File: config.mk
export PLATFORM = sky130hd
export DESIGN_NAME = adc_input_mux_dma_config
export DESIGN_NICKNAME = d
export VERILOG_FILES = /design/src/core/adc_mux_pkg.sv /design/src/core/adc_input_mux_dma_config.sv
export SDC_FILE = /design/constraint.sdc
export NUM_CORES = 1
export LEC_CHECK = 0
export BUFFER_PORTS_ARGS = -buffer_cell sky130_fd_sc_hd__buf_2
export CAP_MARGIN = 20
export CORE_UTILIZATION = 50
export CTS_BUF_LIST = sky130_fd_sc_hd__clkbuf_4
export DETAILED_ROUTE_END_ITERATION = 10
export PLACE_DENSITY = 0.91
export SYNTH_ARGS = -nofsm -noshare
export SYNTH_HDL_FRONTEND = slang
export SYNTH_SLANG_ARGS = --single-unit
File: constraint.sdc
create_clock -name aclk -period 5.16 [get_ports aclk]
set_input_delay 0 -clock aclk [delete_from_list [all_inputs] [get_ports aclk]]
set_output_delay 0 -clock aclk [all_outputs]
set_load 0.005 [all_outputs]
File: src/core/adc_mux_pkg.sv
// Purpose: Shared constants and types for the converter buffer and input-routing control block.
// Assumes: AXI4-Lite register access, 32-bit data, one aligned word per register.
// Notes: Register fields sit in the low 16 bits of each word; upper bits read as zero.
package adc_mux_pkg;
  localparam int ADDR_W = 8;
  // Byte offsets of the registers.
  localparam logic [ADDR_W-1:0] OFF_BUF_DMA_CFG = 8'h00;
  localparam logic [ADDR_W-1:0] OFF_CH123_SEL = 8'h04;
  localparam logic [ADDR_W-1:0] OFF_CH0_SEL = 8'h08;
  localparam logic [ADDR_W-1:0] OFF_MODE_CTRL = 8'h0c;
  localparam logic [ADDR_W-1:0] OFF_STATUS = 8'h10;
  // Buffer/DMA configuration fields.
  localparam int POS_DMA_EN = 8;
  localparam int POS_DMA_BL = 0;
  // Channel 1-3 select fields.
  localparam int POS_CH123_NEG_B = 9;
  localparam int POS_CH123_POS_B = 8;
  localparam int POS_CH123_NEG_A = 1;
  localparam int POS_CH123_POS_A = 0;
  // Channel 0 select fields.
  localparam int POS_CH0_NEG_B = 15;
  localparam int POS_CH0_POS_B = 8;
  localparam int POS_CH0_NEG_A = 7;
  localparam int POS_CH0_POS_A = 0;
  // Mode control fields.
  localparam int POS_TWELVE_BIT = 0;
  localparam int POS_ALT_SETS = 1;
  localparam int POS_CHAN_COUNT = 2;
  localparam int POS_OPAMP_MODE = 4;
  // Status fields.
  localparam int POS_ST_SET_B = 0;
  localparam int POS_ST_BUF_PTR = 4;
  localparam int POS_ST_CH_EN = 8;
  // Reset values.
  localparam logic [15:0] RST_REG16 = 16'h0000;
  localparam logic [3:0] RST_BUF_PTR = 4'h0;
  // Channel 0 positive-select codes.
  localparam logic [4:0] CH0_OPAMP1 = 5'h18;
  localparam logic [4:0] CH0_OPAMP3 = 5'h1a;
  localparam logic [4:0] CH0_TEMP = 5'h1e;
  localparam logic [4:0] CH0_OPEN = 5'h1f;
  // Pin numbers used by the routing tables.
  localparam logic [3:0] PIN_LOW_NEG = 4'h9;
  localparam logic [3:0] PIN_HIGH_NEG_CH2 = 4'h7;
  localparam logic [3:0] PIN_CH0_NEG = 4'h1;
  // Pin shared with op amp 1, 2 and 3.
  localparam logic [3:0] PIN_SHARED_OA1 = 4'h3;
  localparam logic [3:0] PIN_SHARED_OA2 = 4'h0;
  localparam logic [3:0] PIN_SHARED_OA3 = 4'h6;
  localparam logic [1:0] RESP_OKAY = 2'h0;
  localparam logic [1:0] RESP_SLVERR = 2'h2;

  typedef enum logic [2:0] {SRC_NONE, SRC_PIN, SRC_OPAMP, SRC_LOW_REF, SRC_TEMP, SRC_OPEN} src_kind_e;
  typedef struct packed {
    src_kind_e kind;
    logic [3:0] index;
  } src_s;
  typedef struct packed {
    logic valid;
    logic [11:0] data;
  } result_s;
endpackage

File: src/core/adc_input_mux_dma_config.sv
// Purpose: Register block steering converter results and routing analog inputs to channels 0-3.
// Assumes: Single clock aclk at 20 MHz, synchronous active-low reset, AXI4-Lite master.
// Notes: Routing outputs follow register or set changes one clock later.
//
// The AXI4-Lite interface to the registers and the address map were decided locally.
`timescale 1ns/1ns
`default_nettype none

// Function
// DMA enabled: every result lands in the first result register only.
// DMA disabled: results fill sixteen buffer registers, no DMA requests.
// Words per input equal two to the power of the three-bit field.
// Set B channels 1-3 negative: 11 pins 9-11, 10 op-amp3/7/8, 0x low reference.
// Set A channels 1-3 negative uses the same encoding at bits 2-1.
// Set B channels 1-3 positive bit: set op amps 1-3, clear op-amp2/pin1/pin2.
// Set A channels 1-3 positive bit at bit 0 routes like set B.
// In 12-bit mode all channel 1-3 select fields are absent and read zero.
// Set B channel 0 negative bit: set pin 1, clear low reference.
// Set A channel 0 negative bit behaves like set B.
// Channel 0 positive: pins 0-15, op amps 1-3, temperature diode, open.
// Channel 0 positive codes 10000-10111 and 11011-11101 are reserved.
// Shared op-amp/pin choices take the op amp when its mode bit is one.
// Unimplemented bits of channel 0 and buffer configuration registers read zero.
// Implemented bits are read/write and reset to zero.
// Set A channel 0 positive at bits 4-0 uses the set B encoding.
// Alternate bit set: set A then set B alternately; clear: always set A.
// Channel count: 00 channel 0, 01 channels 0-1, 1x channels 0-3.
// A reserved channel 0 positive code connects no input at all.
module adc_input_mux_dma_config (
  // Clock and reset
  input wire logic aclk,
  input wire logic aresetn,
  // AXI4-Lite write address and data
  input wire logic awvalid,
  output logic awready,
  input wire logic [adc_mux_pkg::ADDR_W-1:0] awaddr,
  input wire logic [2:0] awprot,
  input wire logic wvalid,
  output logic wready,
  input wire logic [31:0] wdata,
  input wire logic [3:0] wstrb,
  // AXI4-Lite write response
  output logic bvalid,
  input wire logic bready,
  output logic [1:0] bresp,
  // AXI4-Lite read
  input wire logic arvalid,
  output logic arready,
  input wire logic [adc_mux_pkg::ADDR_W-1:0] araddr,
  input wire logic [2:0] arprot,
  output logic rvalid,
  input wire logic rready,
  output logic [31:0] rdata,
  output logic [1:0] rresp,
  // Converter side
  input wire adc_mux_pkg::result_s conv_result,
  input wire logic sample_done,
  output adc_mux_pkg::result_s result_write,
  output logic [3:0] result_index,
  output logic dma_request,
  output logic [7:0] dma_words_per_input,
  // Input routing, element n is channel n
  output adc_mux_pkg::src_s [3:0] ch_pos_src,
  output adc_mux_pkg::src_s [3:0] ch_neg_src,
  output logic [3:0] channel_enable,
  output logic sample_set_b
);
  import adc_mux_pkg::*;

  logic result_dma_enable_q;
  logic [2:0] dma_words_per_input_q;
  logic [1:0] ch1to3_neg_sel_set_b_q, ch1to3_neg_sel_set_a_q;
  logic ch1to3_pos_sel_set_b_q, ch1to3_pos_sel_set_a_q;
  logic ch_zero_neg_sel_set_b_q, ch_zero_neg_sel_set_a_q;
  logic [4:0] ch_zero_pos_sel_set_b_q, ch_zero_pos_sel_set_a_q;
  logic twelve_bit_mode_select_q, alternate_sample_sets_q;
  logic [1:0] channel_count_select_q;
  logic [2:0] op_amp_mode_bit_q;
  logic set_b_q;
  logic [3:0] buf_ptr_q;
  logic aw_held_q, w_held_q, bvalid_q, rvalid_q;
  logic [ADDR_W-1:0] aw_addr_q;
  logic [31:0] w_data_q, rdata_q;
  logic [3:0] w_strb_q;
  logic [1:0] bresp_q, rresp_q;
  logic commit;
  logic [15:0] cur_val, new_val;

  // Byte-lane merge of a 16-bit register with a write.
  function automatic logic [15:0] merge16(input logic [15:0] old, input logic [31:0] wd,
                                          input logic [3:0] st);
    merge16 = {st[1] ? wd[15:8] : old[15:8], st[0] ? wd[7:0] : old[7:0]};
  endfunction

  // An op amp shares its choice with a pin; the mode bit decides which drives it.
  function automatic src_s shared_src(input logic [1:0] amp, input logic [2:0] mode);
    src_s s;
    s.kind = mode[amp - 2'd1] ? SRC_OPAMP : SRC_PIN;
    s.index = (amp == 2'd1) ? PIN_SHARED_OA1 : (amp == 2'd2) ? PIN_SHARED_OA2 : PIN_SHARED_OA3;
    if (s.kind == SRC_OPAMP) begin
      s.index = {2'b00, amp};
    end
    return s;
  endfunction

  function automatic src_s pin_src(input logic [3:0] n);
    return '{kind: SRC_PIN, index: n};
  endfunction

  // Channel 0 positive decode, shared by both sample sets.
  function automatic src_s ch0_pos(input logic [4:0] code, input logic [2:0] mode);
    src_s s;
    s = '{kind: SRC_NONE, index: 4'h0};
    if (code[4] == 1'b0) begin
      s = pin_src(code[3:0]);
    end else if (code >= CH0_OPAMP1 && code <= CH0_OPAMP3) begin
      s = shared_src(2'(code - CH0_OPAMP1 + 5'd1), mode);
    end else if (code == CH0_TEMP) begin
      s = '{kind: SRC_TEMP, index: 4'h0};
    end else if (code == CH0_OPEN) begin
      s = '{kind: SRC_OPEN, index: 4'h0};
    end
    return s;
  endfunction

  // Register read view; absent fields are zero.
  function automatic logic [15:0] reg_view(input logic [ADDR_W-1:0] a, output logic hit);
    logic [15:0] v;
    v = 16'h0000;
    hit = 1'b1;
    if (a == OFF_BUF_DMA_CFG) begin
      v[POS_DMA_EN] = result_dma_enable_q;
      v[POS_DMA_BL +: 3] = dma_words_per_input_q;
    end else if (a == OFF_CH123_SEL) begin
      if (!twelve_bit_mode_select_q) begin
        v[POS_CH123_NEG_B +: 2] = ch1to3_neg_sel_set_b_q;
        v[POS_CH123_POS_B] = ch1to3_pos_sel_set_b_q;
        v[POS_CH123_NEG_A +: 2] = ch1to3_neg_sel_set_a_q;
        v[POS_CH123_POS_A] = ch1to3_pos_sel_set_a_q;
      end
    end else if (a == OFF_CH0_SEL) begin
      v[POS_CH0_NEG_B] = ch_zero_neg_sel_set_b_q;
      v[POS_CH0_POS_B +: 5] = ch_zero_pos_sel_set_b_q;
      v[POS_CH0_NEG_A] = ch_zero_neg_sel_set_a_q;
      v[POS_CH0_POS_A +: 5] = ch_zero_pos_sel_set_a_q;
    end else if (a == OFF_MODE_CTRL) begin
      v[POS_TWELVE_BIT] = twelve_bit_mode_select_q;
      v[POS_ALT_SETS] = alternate_sample_sets_q;
      v[POS_CHAN_COUNT +: 2] = channel_count_select_q;
      v[POS_OPAMP_MODE +: 3] = op_amp_mode_bit_q;
    end else if (a == OFF_STATUS) begin
      v[POS_ST_SET_B] = set_b_q;
      v[POS_ST_BUF_PTR +: 4] = buf_ptr_q;
      v[POS_ST_CH_EN +: 4] = channel_enable;
    end else begin
      hit = 1'b0;
    end
    return v;
  endfunction

  // Write channel: address and data are taken independently, then committed together.
  assign awready = !aw_held_q && !bvalid_q;
  assign wready = !w_held_q && !bvalid_q;
  assign commit = aw_held_q && w_held_q && !bvalid_q;
  assign bvalid = bvalid_q;
  assign bresp = bresp_q;

  always_ff @(posedge aclk) begin
    if (!aresetn) begin
      aw_held_q <= 1'b0;
      aw_addr_q <= '0;
    end else if (awvalid && awready) begin
      aw_held_q <= 1'b1;
      aw_addr_q <= awaddr;
    end else if (commit) begin
      aw_held_q <= 1'b0;
    end
  end

  always_ff @(posedge aclk) begin
    if (!aresetn) begin
      w_held_q <= 1'b0;
      w_data_q <= '0;
      w_strb_q <= '0;
    end else if (wvalid && wready) begin
      w_held_q <= 1'b1;
      w_data_q <= wdata;
      w_strb_q <= wstrb;
    end else if (commit) begin
      w_held_q <= 1'b0;
    end
  end

  always_comb begin
    logic hit;
    hit = 1'b0;
    cur_val = reg_view(aw_addr_q, hit);
    new_val = merge16(cur_val, w_data_q, w_strb_q);
  end

  always_ff @(posedge aclk) begin
    if (!aresetn) begin
      bvalid_q <= 1'b0;
      bresp_q <= RESP_OKAY;
    end else if (commit) begin
      bvalid_q <= 1'b1;
      bresp_q <= (aw_addr_q == OFF_BUF_DMA_CFG || aw_addr_q == OFF_CH123_SEL ||
                  aw_addr_q == OFF_CH0_SEL || aw_addr_q == OFF_MODE_CTRL) ? RESP_OKAY : RESP_SLVERR;
    end else if (bready) begin
      bvalid_q <= 1'b0;
    end
  end

  // Writable register fields; all clear at reset.
  always_ff @(posedge aclk) begin
    if (!aresetn) begin
      {result_dma_enable_q, dma_words_per_input_q} <= 4'h0;
      {ch_zero_neg_sel_set_b_q, ch_zero_pos_sel_set_b_q} <= 6'h00;
      {ch_zero_neg_sel_set_a_q, ch_zero_pos_sel_set_a_q} <= 6'h00;
      {twelve_bit_mode_select_q, alternate_sample_sets_q} <= 2'h0;
      channel_count_select_q <= 2'h0;
      op_amp_mode_bit_q <= 3'h0;
    end else if (commit) begin
      if (aw_addr_q == OFF_BUF_DMA_CFG) begin
        result_dma_enable_q <= new_val[POS_DMA_EN];
        dma_words_per_input_q <= new_val[POS_DMA_BL +: 3];
      end else if (aw_addr_q == OFF_CH0_SEL) begin
        ch_zero_neg_sel_set_b_q <= new_val[POS_CH0_NEG_B];
        ch_zero_pos_sel_set_b_q <= new_val[POS_CH0_POS_B +: 5];
        ch_zero_neg_sel_set_a_q <= new_val[POS_CH0_NEG_A];
        ch_zero_pos_sel_set_a_q <= new_val[POS_CH0_POS_A +: 5];
      end else if (aw_addr_q == OFF_MODE_CTRL) begin
        twelve_bit_mode_select_q <= new_val[POS_TWELVE_BIT];
        alternate_sample_sets_q <= new_val[POS_ALT_SETS];
        channel_count_select_q <= new_val[POS_CHAN_COUNT +: 2];
        op_amp_mode_bit_q <= new_val[POS_OPAMP_MODE +: 3];
      end
    end
  end

  // Channel 1-3 fields do not exist in 12-bit mode, so writes then are dropped.
  always_ff @(posedge aclk) begin
    if (!aresetn) begin
      {ch1to3_neg_sel_set_b_q, ch1to3_pos_sel_set_b_q} <= 3'h0;
      {ch1to3_neg_sel_set_a_q, ch1to3_pos_sel_set_a_q} <= 3'h0;
    end else if (commit && aw_addr_q == OFF_CH123_SEL && !twelve_bit_mode_select_q) begin
      ch1to3_neg_sel_set_b_q <= new_val[POS_CH123_NEG_B +: 2];
      ch1to3_pos_sel_set_b_q <= new_val[POS_CH123_POS_B];
      ch1to3_neg_sel_set_a_q <= new_val[POS_CH123_NEG_A +: 2];
      ch1to3_pos_sel_set_a_q <= new_val[POS_CH123_POS_A];
    end
  end

  // Read channel: one outstanding read, answered the cycle after it is taken.
  assign arready = !rvalid_q;
  assign rvalid = rvalid_q;
  assign rdata = rdata_q;
  assign rresp = rresp_q;

  always_ff @(posedge aclk) begin
    logic hit;
    if (!aresetn) begin
      rvalid_q <= 1'b0;
      rdata_q <= '0;
      rresp_q <= RESP_OKAY;
    end else if (arvalid && arready) begin
      rvalid_q <= 1'b1;
      rdata_q <= {16'h0000, reg_view(araddr, hit)};
      rresp_q <= hit ? RESP_OKAY : RESP_SLVERR;
    end else if (rready) begin
      rvalid_q <= 1'b0;
    end
  end

  // Sample-set sequencing: alternate sets start on A and flip after each completed sequence.
  always_ff @(posedge aclk) begin
    if (!aresetn) begin
      set_b_q <= 1'b0;
    end else if (!alternate_sample_sets_q) begin
      set_b_q <= 1'b0;
    end else if (sample_done) begin
      set_b_q <= !set_b_q;
    end
  end

  // Result steering: DMA keeps every result in the first slot and asks for a transfer.
  always_ff @(posedge aclk) begin
    if (!aresetn) begin
      buf_ptr_q <= RST_BUF_PTR;
    end else if (result_dma_enable_q) begin
      buf_ptr_q <= RST_BUF_PTR;
    end else if (conv_result.valid) begin
      buf_ptr_q <= buf_ptr_q + 4'h1;
    end
  end

  always_ff @(posedge aclk) begin
    if (!aresetn) begin
      result_write <= '0;
      result_index <= 4'h0;
      dma_request <= 1'b0;
      dma_words_per_input <= 8'h01;
    end else begin
      result_write <= conv_result;
      result_index <= result_dma_enable_q ? RST_BUF_PTR : buf_ptr_q;
      dma_request <= conv_result.valid && result_dma_enable_q;
      dma_words_per_input <= 8'h01 << dma_words_per_input_q;
    end
  end

  // Input routing for the active sample set.
  src_s [3:0] pos_d, neg_d;
  logic [3:0] en_d;

  always_comb begin
    logic [1:0] neg123;
    logic pos123, neg0;
    logic [4:0] pos0;
    neg123 = set_b_q ? ch1to3_neg_sel_set_b_q : ch1to3_neg_sel_set_a_q;
    pos123 = set_b_q ? ch1to3_pos_sel_set_b_q : ch1to3_pos_sel_set_a_q;
    neg0 = set_b_q ? ch_zero_neg_sel_set_b_q : ch_zero_neg_sel_set_a_q;
    pos0 = set_b_q ? ch_zero_pos_sel_set_b_q : ch_zero_pos_sel_set_a_q;
    pos_d[0] = ch0_pos(pos0, op_amp_mode_bit_q);
    neg_d[0] = neg0 ? pin_src(PIN_CH0_NEG) : '{kind: SRC_LOW_REF, index: 4'h0};
    if (pos123) begin
      pos_d[1] = shared_src(2'd1, op_amp_mode_bit_q);
      pos_d[2] = shared_src(2'd2, op_amp_mode_bit_q);
      pos_d[3] = shared_src(2'd3, op_amp_mode_bit_q);
    end else begin
      pos_d[1] = shared_src(2'd2, op_amp_mode_bit_q);
      pos_d[2] = pin_src(4'h1);
      pos_d[3] = pin_src(4'h2);
    end
    for (int i = 1; i < 4; i++) begin
      if (neg123 == 2'b11) begin
        neg_d[i] = pin_src(4'(PIN_LOW_NEG + 4'(i - 1)));
      end else if (neg123 == 2'b10) begin
        neg_d[i] = pin_src(4'(PIN_HIGH_NEG_CH2 + 4'(i - 2)));
      end else begin
        neg_d[i] = '{kind: SRC_LOW_REF, index: 4'h0};
      end
    end
    if (neg123 == 2'b10) begin
      neg_d[1] = shared_src(2'd3, op_amp_mode_bit_q);
    end
    // 12-bit mode has only channel 0 and no channel count choice.
    if (twelve_bit_mode_select_q) begin
      en_d = 4'b0001;
    end else if (channel_count_select_q[1]) begin
      en_d = 4'b1111;
    end else if (channel_count_select_q[0]) begin
      en_d = 4'b0011;
    end else begin
      en_d = 4'b0001;
    end
  end

  always_ff @(posedge aclk) begin
    if (!aresetn) begin
      ch_pos_src <= '0;
      ch_neg_src <= '0;
      channel_enable <= 4'h0;
      sample_set_b <= 1'b0;
    end else begin
      ch_pos_src <= pos_d;
      ch_neg_src <= neg_d;
      channel_enable <= en_d;
      sample_set_b <= set_b_q;
    end
  end
endmodule

`default_nettype wire

; After elaboration in Yosys (flattened, before gate mapping)
; Index checks and enable logic that the tools add are counted.
[word_totals]
ff_bits = 166
latch_bits = 0
ram_bits = 0
romBits = 0
output_inout_bits = 128
mem_count = 0
[op_classes]
addsub = 4
mul = 0
div = 0
n_lt_le_gt_ge = 3
eq_ne = 21
shift = 1
muxes = 92
n_bitwise = 3
n_reduce_logical = 38
[ops]
columns = op, count
row1 = $mux W5, 14
row2 = $mux W3, 16
row3 = $eq A8 B4 Y1 const B, 4
row4 = $mux W8, 4
row5 = $mux W1, 31
row6 = $mux W6, 5
row7 = $mux W2, 14
row8 = $mux W7, 3
row9 = $mux W19, 1
row10 = $eq A8 B3 Y1 const B, 2
row11 = $eq A8 B5 Y1 const B, 2
row12 = $logic_not A8 Y1, 2
row13 = $eq A2 B2 Y1 const B, 7
row14 = $mux W4, 3
row15 = $reduce_and A4 Y1, 3
row16 = $logic_and A1 B1 Y1, 11
row17 = $eq A5 B5 Y1 const B, 2
row18 = $ne A4 B3 Y1 const B, 2
row19 = $reduce_and A2 Y1, 4
row20 = $reduce_bool A2 Y1, 4
row21 = $shl A1 B3 Y8 const A, 1
row22 = $logic_not A1 Y1, 6
row23 = $reduce_or A2 Y1, 3
row24 = $ge A5 B5 Y1 const B, 1
row25 = 12 further kinds, 17

; Depth between registers and ports, before layout
[depth]
depth_word = 11
depth_mapped = 7
mapped_depth_nobuf = 6

; Worst setup path before layout
; No wires, ideal clock.
[synth_path]
path_type = reg-to-reg
start = register aw_addr_q[7]
end = register op_amp_mode_bit_q[2]
setup_time_ns = 0.128
arrival_time_ns = 1.756
path_slack_ns = 3.277
stages_incl_launch_ff = 7
path_cell_list = dfxtp_1 > or3_4 > or2_1 > buf_6 > or4_4 > mux2i_1 > nor2_1
[synth_between]
elab_chain_len = 7
[synth_lines]
columns = item, line_no
row1 = start: declaration, adc_input_mux_dma_config.sv:82  ; logic [ADDR_W-1:0] aw_addr_q;
row2 = start signal: assignment, adc_input_mux_dma_config.sv:174  ; aw_addr_q <= awaddr;
row3 = $eq A8 B5 Y1, adc_input_mux_dma_config.sv:151  ; end else if (a == OFF_STATUS) begin
row4 = $mux W8, adc_input_mux_dma_config.sv:151
row5 = $mux W3, adc_input_mux_dma_config.sv:146  ; end else if (a == OFF_MODE_CTRL) begin
row6 = $mux W2, adc_input_mux_dma_config.sv:141  ; end else if (a == OFF_CH0_SEL) begin
row7 = $mux W5, adc_input_mux_dma_config.sv:134  ; end else if (a == OFF_CH123_SEL) begin
row8 = $mux W5, adc_input_mux_dma_config.sv:131  ; if (a == OFF_BUF_DMA_CFG) begin
row9 = $mux W8, adc_input_mux_dma_config.sv:92  ; merge16 = {st[1] ? wd[15:8] : old[15:8], st[0] ? wd[7:0] : old[7:0]};
row10 = end signal: assignment, adc_input_mux_dma_config.sv:236  ; op_amp_mode_bit_q <= new_val[POS_OPAMP_MODE +: 3];
row11 = end: declaration, adc_input_mux_dma_config.sv:78  ; logic [2:0] op_amp_mode_bit_q;
; Several ways; a longest one is shown, not always the timed one. The select of a mux whose other input is x is not followed.
; A chain may end at the register's enable or synchronous reset.

; Final worst setup path
[layout_path]
start = register set_b_q
end = register ch_pos_src[1] (netlist bit)
[layout_between]
elab_chain_len = 11
[layout_lines]
columns = item, line_no
row1 = start: declaration, adc_input_mux_dma_config.sv:79  ; logic set_b_q;
row2 = start signal: assignment, adc_input_mux_dma_config.sv:282  ; set_b_q <= !set_b_q;
row3 = $mux W5 (*), adc_input_mux_dma_config.sv:322  ; pos0 = set_b_q ? ch_zero_pos_sel_set_b_q : ch_zero_pos_sel_set_a_q;
row4 = $sub A2 B1 Y2, adc_input_mux_dma_config.sv:117  ; s = shared_src(2'(code - CH0_OPAMP1 + 5'd1), mode);
row5 = $add A2 B1 Y2, adc_input_mux_dma_config.sv:117
row6 = $sub A2 B1 Y2, adc_input_mux_dma_config.sv:98  ; s.kind = mode[amp - 2'd1] ? SRC_OPAMP : SRC_PIN;
row7 = $bmux W1 S2, adc_input_mux_dma_config.sv:98
row8 = $mux W1 (implied by the code), adc_input_mux_dma_config.sv:98
row9 = $mux W2, adc_input_mux_dma_config.sv:98
row10 = $eq A2 B2 Y1, adc_input_mux_dma_config.sv:100  ; if (s.kind == SRC_OPAMP) begin
row11 = $mux W3, adc_input_mux_dma_config.sv:100
row12 = $mux W7, adc_input_mux_dma_config.sv:116  ; end else if (code >= CH0_OPAMP1 && code <= CH0_OPAMP3) begin
row13 = $mux W5 (*), adc_input_mux_dma_config.sv:114  ; if (code[4] == 1'b0) begin
row14 = end signal: assignment, adc_input_mux_dma_config.sv:365  ; ch_pos_src <= pos_d;
row15 = end: declaration, adc_input_mux_dma_config.sv:63  ; output adc_mux_pkg::src_s [3:0] ch_pos_src,
; Every way passes the cells marked *; elsewhere a longest branch is shown, timed or not. The select of a mux whose other input is x is not followed.

==> flow_summary.json <==
{
  "period_minus_slack_ps": 2438,
  "max_cap_viol_count": 0,
  "slew_headroom_pct": 44.49,
  "finalInstanceArea_sq_um": 7293,
  "ys_seq_area_share_pct": 46.94,
  "power_leakage_nw": 3.168,
  "first_pass_iters": 5,
  "syn_to_final_growth_pct": 24.82,
  "synth_edf_count": 0,
  "min_period_over_period_pct": 47.24,
  "gp_congestion": 0.9043,
  "htree_levels": 4,
  "drc": 0,
  "vias": 5309,
  "overflow": 0,
  "ys_types": 61,
  "most-common-layout-cells": "buf_2, dfxtp_1, nand2_1",
  "layout.nets": 932,
  "power_density_nw_per_um2": 278.6,
  "peakVddDrop_mv": 0.1605,
  "finalSetupViolCount": 0,
  "critPathCaptureType": "flip-flop",
  "wl_per_cell_microns": 14.77,
  "grt_pass1_vias": 4918,
  "cp_slowest_stage_delay_ps": 890,
  "yosys-top-cells-area": "dfxtp_1, buf_4, nand2_1, a21oi_1, nor2_1",
  "clock.fmax_ghz": 0.4102,
  "path_cells": "mux2i_1 -> mux2_2 -> a21oi_1 -> nor2_1 -> o31ai_1",
  "worstHoldPathType": "input port to flip-flop",
  "cts_tree": "yes",
  "fin_skew_ps": 21.42,
  "top_level_ports": 207,
  "placed_area_sq_um": 6387,
  "die_area_sq_um": 12120,
  "viasPerCell": 5.288,
  "dp_hpwl_mm": 9.779,
  "drtAntennaViolNets": 0,
  "wirelength_mm": 14.83,
  "hold_violations": 0,
  "fillers": 947,
  "cts_buffers": 17,
  "layout-drive-gt1-share_pct": 22.79,
  "clock_latency_ps": 540,
  "arrival_ps": 2880,
  "finalSetupTns_ps": 0,
  "synth_warnings": 0,
  "syn_inst": 667,
  "synth_area_per_cell_sq_um": 8.760,
  "yosys_register_bits": 137,
  "worstPathRequired_ps": 5610,
  "cts-root-buf": "clkbuf_4",
  "syn_area_sq_um": 5843,
  "cts_resized": 0,
  "cts_setup_buffers": 0,
  "cp_slowest_cell": "dfxtp_1",
  "async_reset_ff_share_pct": 0,
  "grt_util_all_layers_pct": 25.37,
  "fp.dieW_microns": 110.1,
  "start_util_pct": 51.17,
  "antenna_found_initial": 0,
  "cts.path.max_buffers": 2,
  "cp-start-kind": "flip-flop",
  "drt_iter0_drc": 489,
  "coreArea_sq_um": 11420,
  "clk_pin_slew_ps": 120,
  "critPathMaxFanout": 19,
  "io_buffers": 144,
  "maxSlewViolCount": 0,
  "die_height_microns": 110.1,
  "layout_commonest_cell": "buf_2",
  "rsz0062_at_grt": "no",
  "std_cell_rows": 39,
  "cts_sinks": 137,
  "grt_pass1_wl_mm": 23.29,
  "cts_hold_buf": 62,
  "critical_path_class": "flip-flop to flip-flop",
  "synth_flop_cell": "dfxtp_1",
  "synth_top_area_share_pct": 46.94,
  "grt_max_degree": 72,
  "tightest_slew_ps": 831.6,
  "yosysTopAreaCell": "dfxtp_1",
  "outcome": "finished, final reports clean"
}
## state kept, by name, summed over array words and instances (netlist names), 3 cells and up
signal / flops
ch_neg_src: 13
ch_zero_pos_sel_set_a_q: 5
op_amp_mode_bit_q: 3
ch_pos_src: 17
buf_ptr_q: 4
ch_zero_pos_sel_set_b_q: 5
rdata: 14
dma_words_per_input_q: 3
result_write: 13
aw_addr_q: 8
w_data_q: 14
result_index: 4
dma_words_per_input: 8
## routing by layer
| layer | wire (microns) | track usage [%] | part of all wire (%) |
|---|---|---|---|
| met2 | 6900 | 41.65 | 47 |
| met5 | 0 | 0 | 0 |
| met3 | 1369 | 6.232 | 9.2 |
| met4 | 406 | 11.65 | 2.7 |
| met1 | 6151 | 31.39 | 41 |
## through the flow
stage / utilization (%) / hold WS [ps] / setup WS (ps) / total power (W) / cells
after floorplan: - / 27.72 / 3277 / 0.001272 / 702
after global placement: 55.94 / 192.4 / 2853 / 0.001306 / 910
after detailed placement: 55.94 / 205.1 / 2833 / 0.001311 / 910
after CTS: 63.85 / 13.96 / 2791 / 0.002039 / 1003
after global routing: 63.85 / 48.20 / 2553 / 0.002124 / 1003
final: 63.87 / 48.20 / 2722 / 0.002032 / 1004
## cell usage after synthesis (all sizes together), types with 2 or more instances
cell type  instances
ha                 5
o2bb2ai            2
o21ai             29
a32oi              2
mux4               4
a21oi             61
o31ai              5
a21boi             2
a31oi             12
nand2b             7
nand4b             2
nand2             98
o22ai              3
nor2              57
o21a               2
or3                3
dfxtp            137
and3               5
mux2               3
nor2b             14
clkbuf            22
buf               58
or4                2
o41ai              2
or2                4
inv               13
a22oi              7
mux2i             20
a32o               2
xor2               3
nand3             17
a311oi             2
nor3              11
nor3b              3
and2              25
o211ai             4
nor4               5
nand3b             2
## path summary, 6_finish.rpt
check,endpoint,slack [ps],from,cells after the start
hold reg to reg,rdata[10],460,rdata[10],2
setup / recovery,ch_pos_src[1],2720,set_b_q,5
setup reg to reg,ch_pos_src[1],2720,set_b_q,5
hold / removal,rdata[15],50,araddr[2],4
## worst max-delay path, delay by kind of cell, from the launching register on
family           cells  cell delay (ps)
AO/OA/AOI/OAI        2              490
flip-flops           1              890
multiplexers         2              910
AND/OR/NAND/NOR      1               70
## where the power goes
| group | internal, W | switching [W] | total (W) | leakage [nW] |
|---|---|---|---|---|
| clock network | 0.000296 | 0.000405 | 0.000701 | 0.147 |
| logic | 0.0000992 | 0.000116 | 0.000215 | 1.90 |
| registers | 0.00109 | 0.0000279 | 0.00112 | 1.12 |
## cell type report
cell class | count | area [sq um] | area share [%]
Tap cell | 143 | 178.9 | 2.453
Timing Repair Buffer | 207 | 1349 | 18.49
Multi-Input combinational cell | 472 | 2689 | 36.87
Inverter | 13 | 48.80 | 0.6691
Clock inverter | 13 | 147.6 | 2.024
Antenna cell | 1 | 2.502 | 0.03431
Clock buffer | 18 | 135.1 | 1.853
Sequential cell | 137 | 2743 | 37.61
## cells by family (layout without fill, tap and decap cells)
family	count (synthesis)	count (layout)	synth area share, %
multiplexers	27	27	5.546
other	1	37	0.06418
flip-flops	137	137	46.94
AO/OA/AOI/OAI	140	140	14.13
buffers and inverters	93	251	9.293
XOR/XNOR	4	4	0.5997
AND/OR/NAND/NOR	260	260	22.36
adder cells (fa/ha/maj)	5	5	1.071
Note: power is estimated with default switching activity, not from simulation.
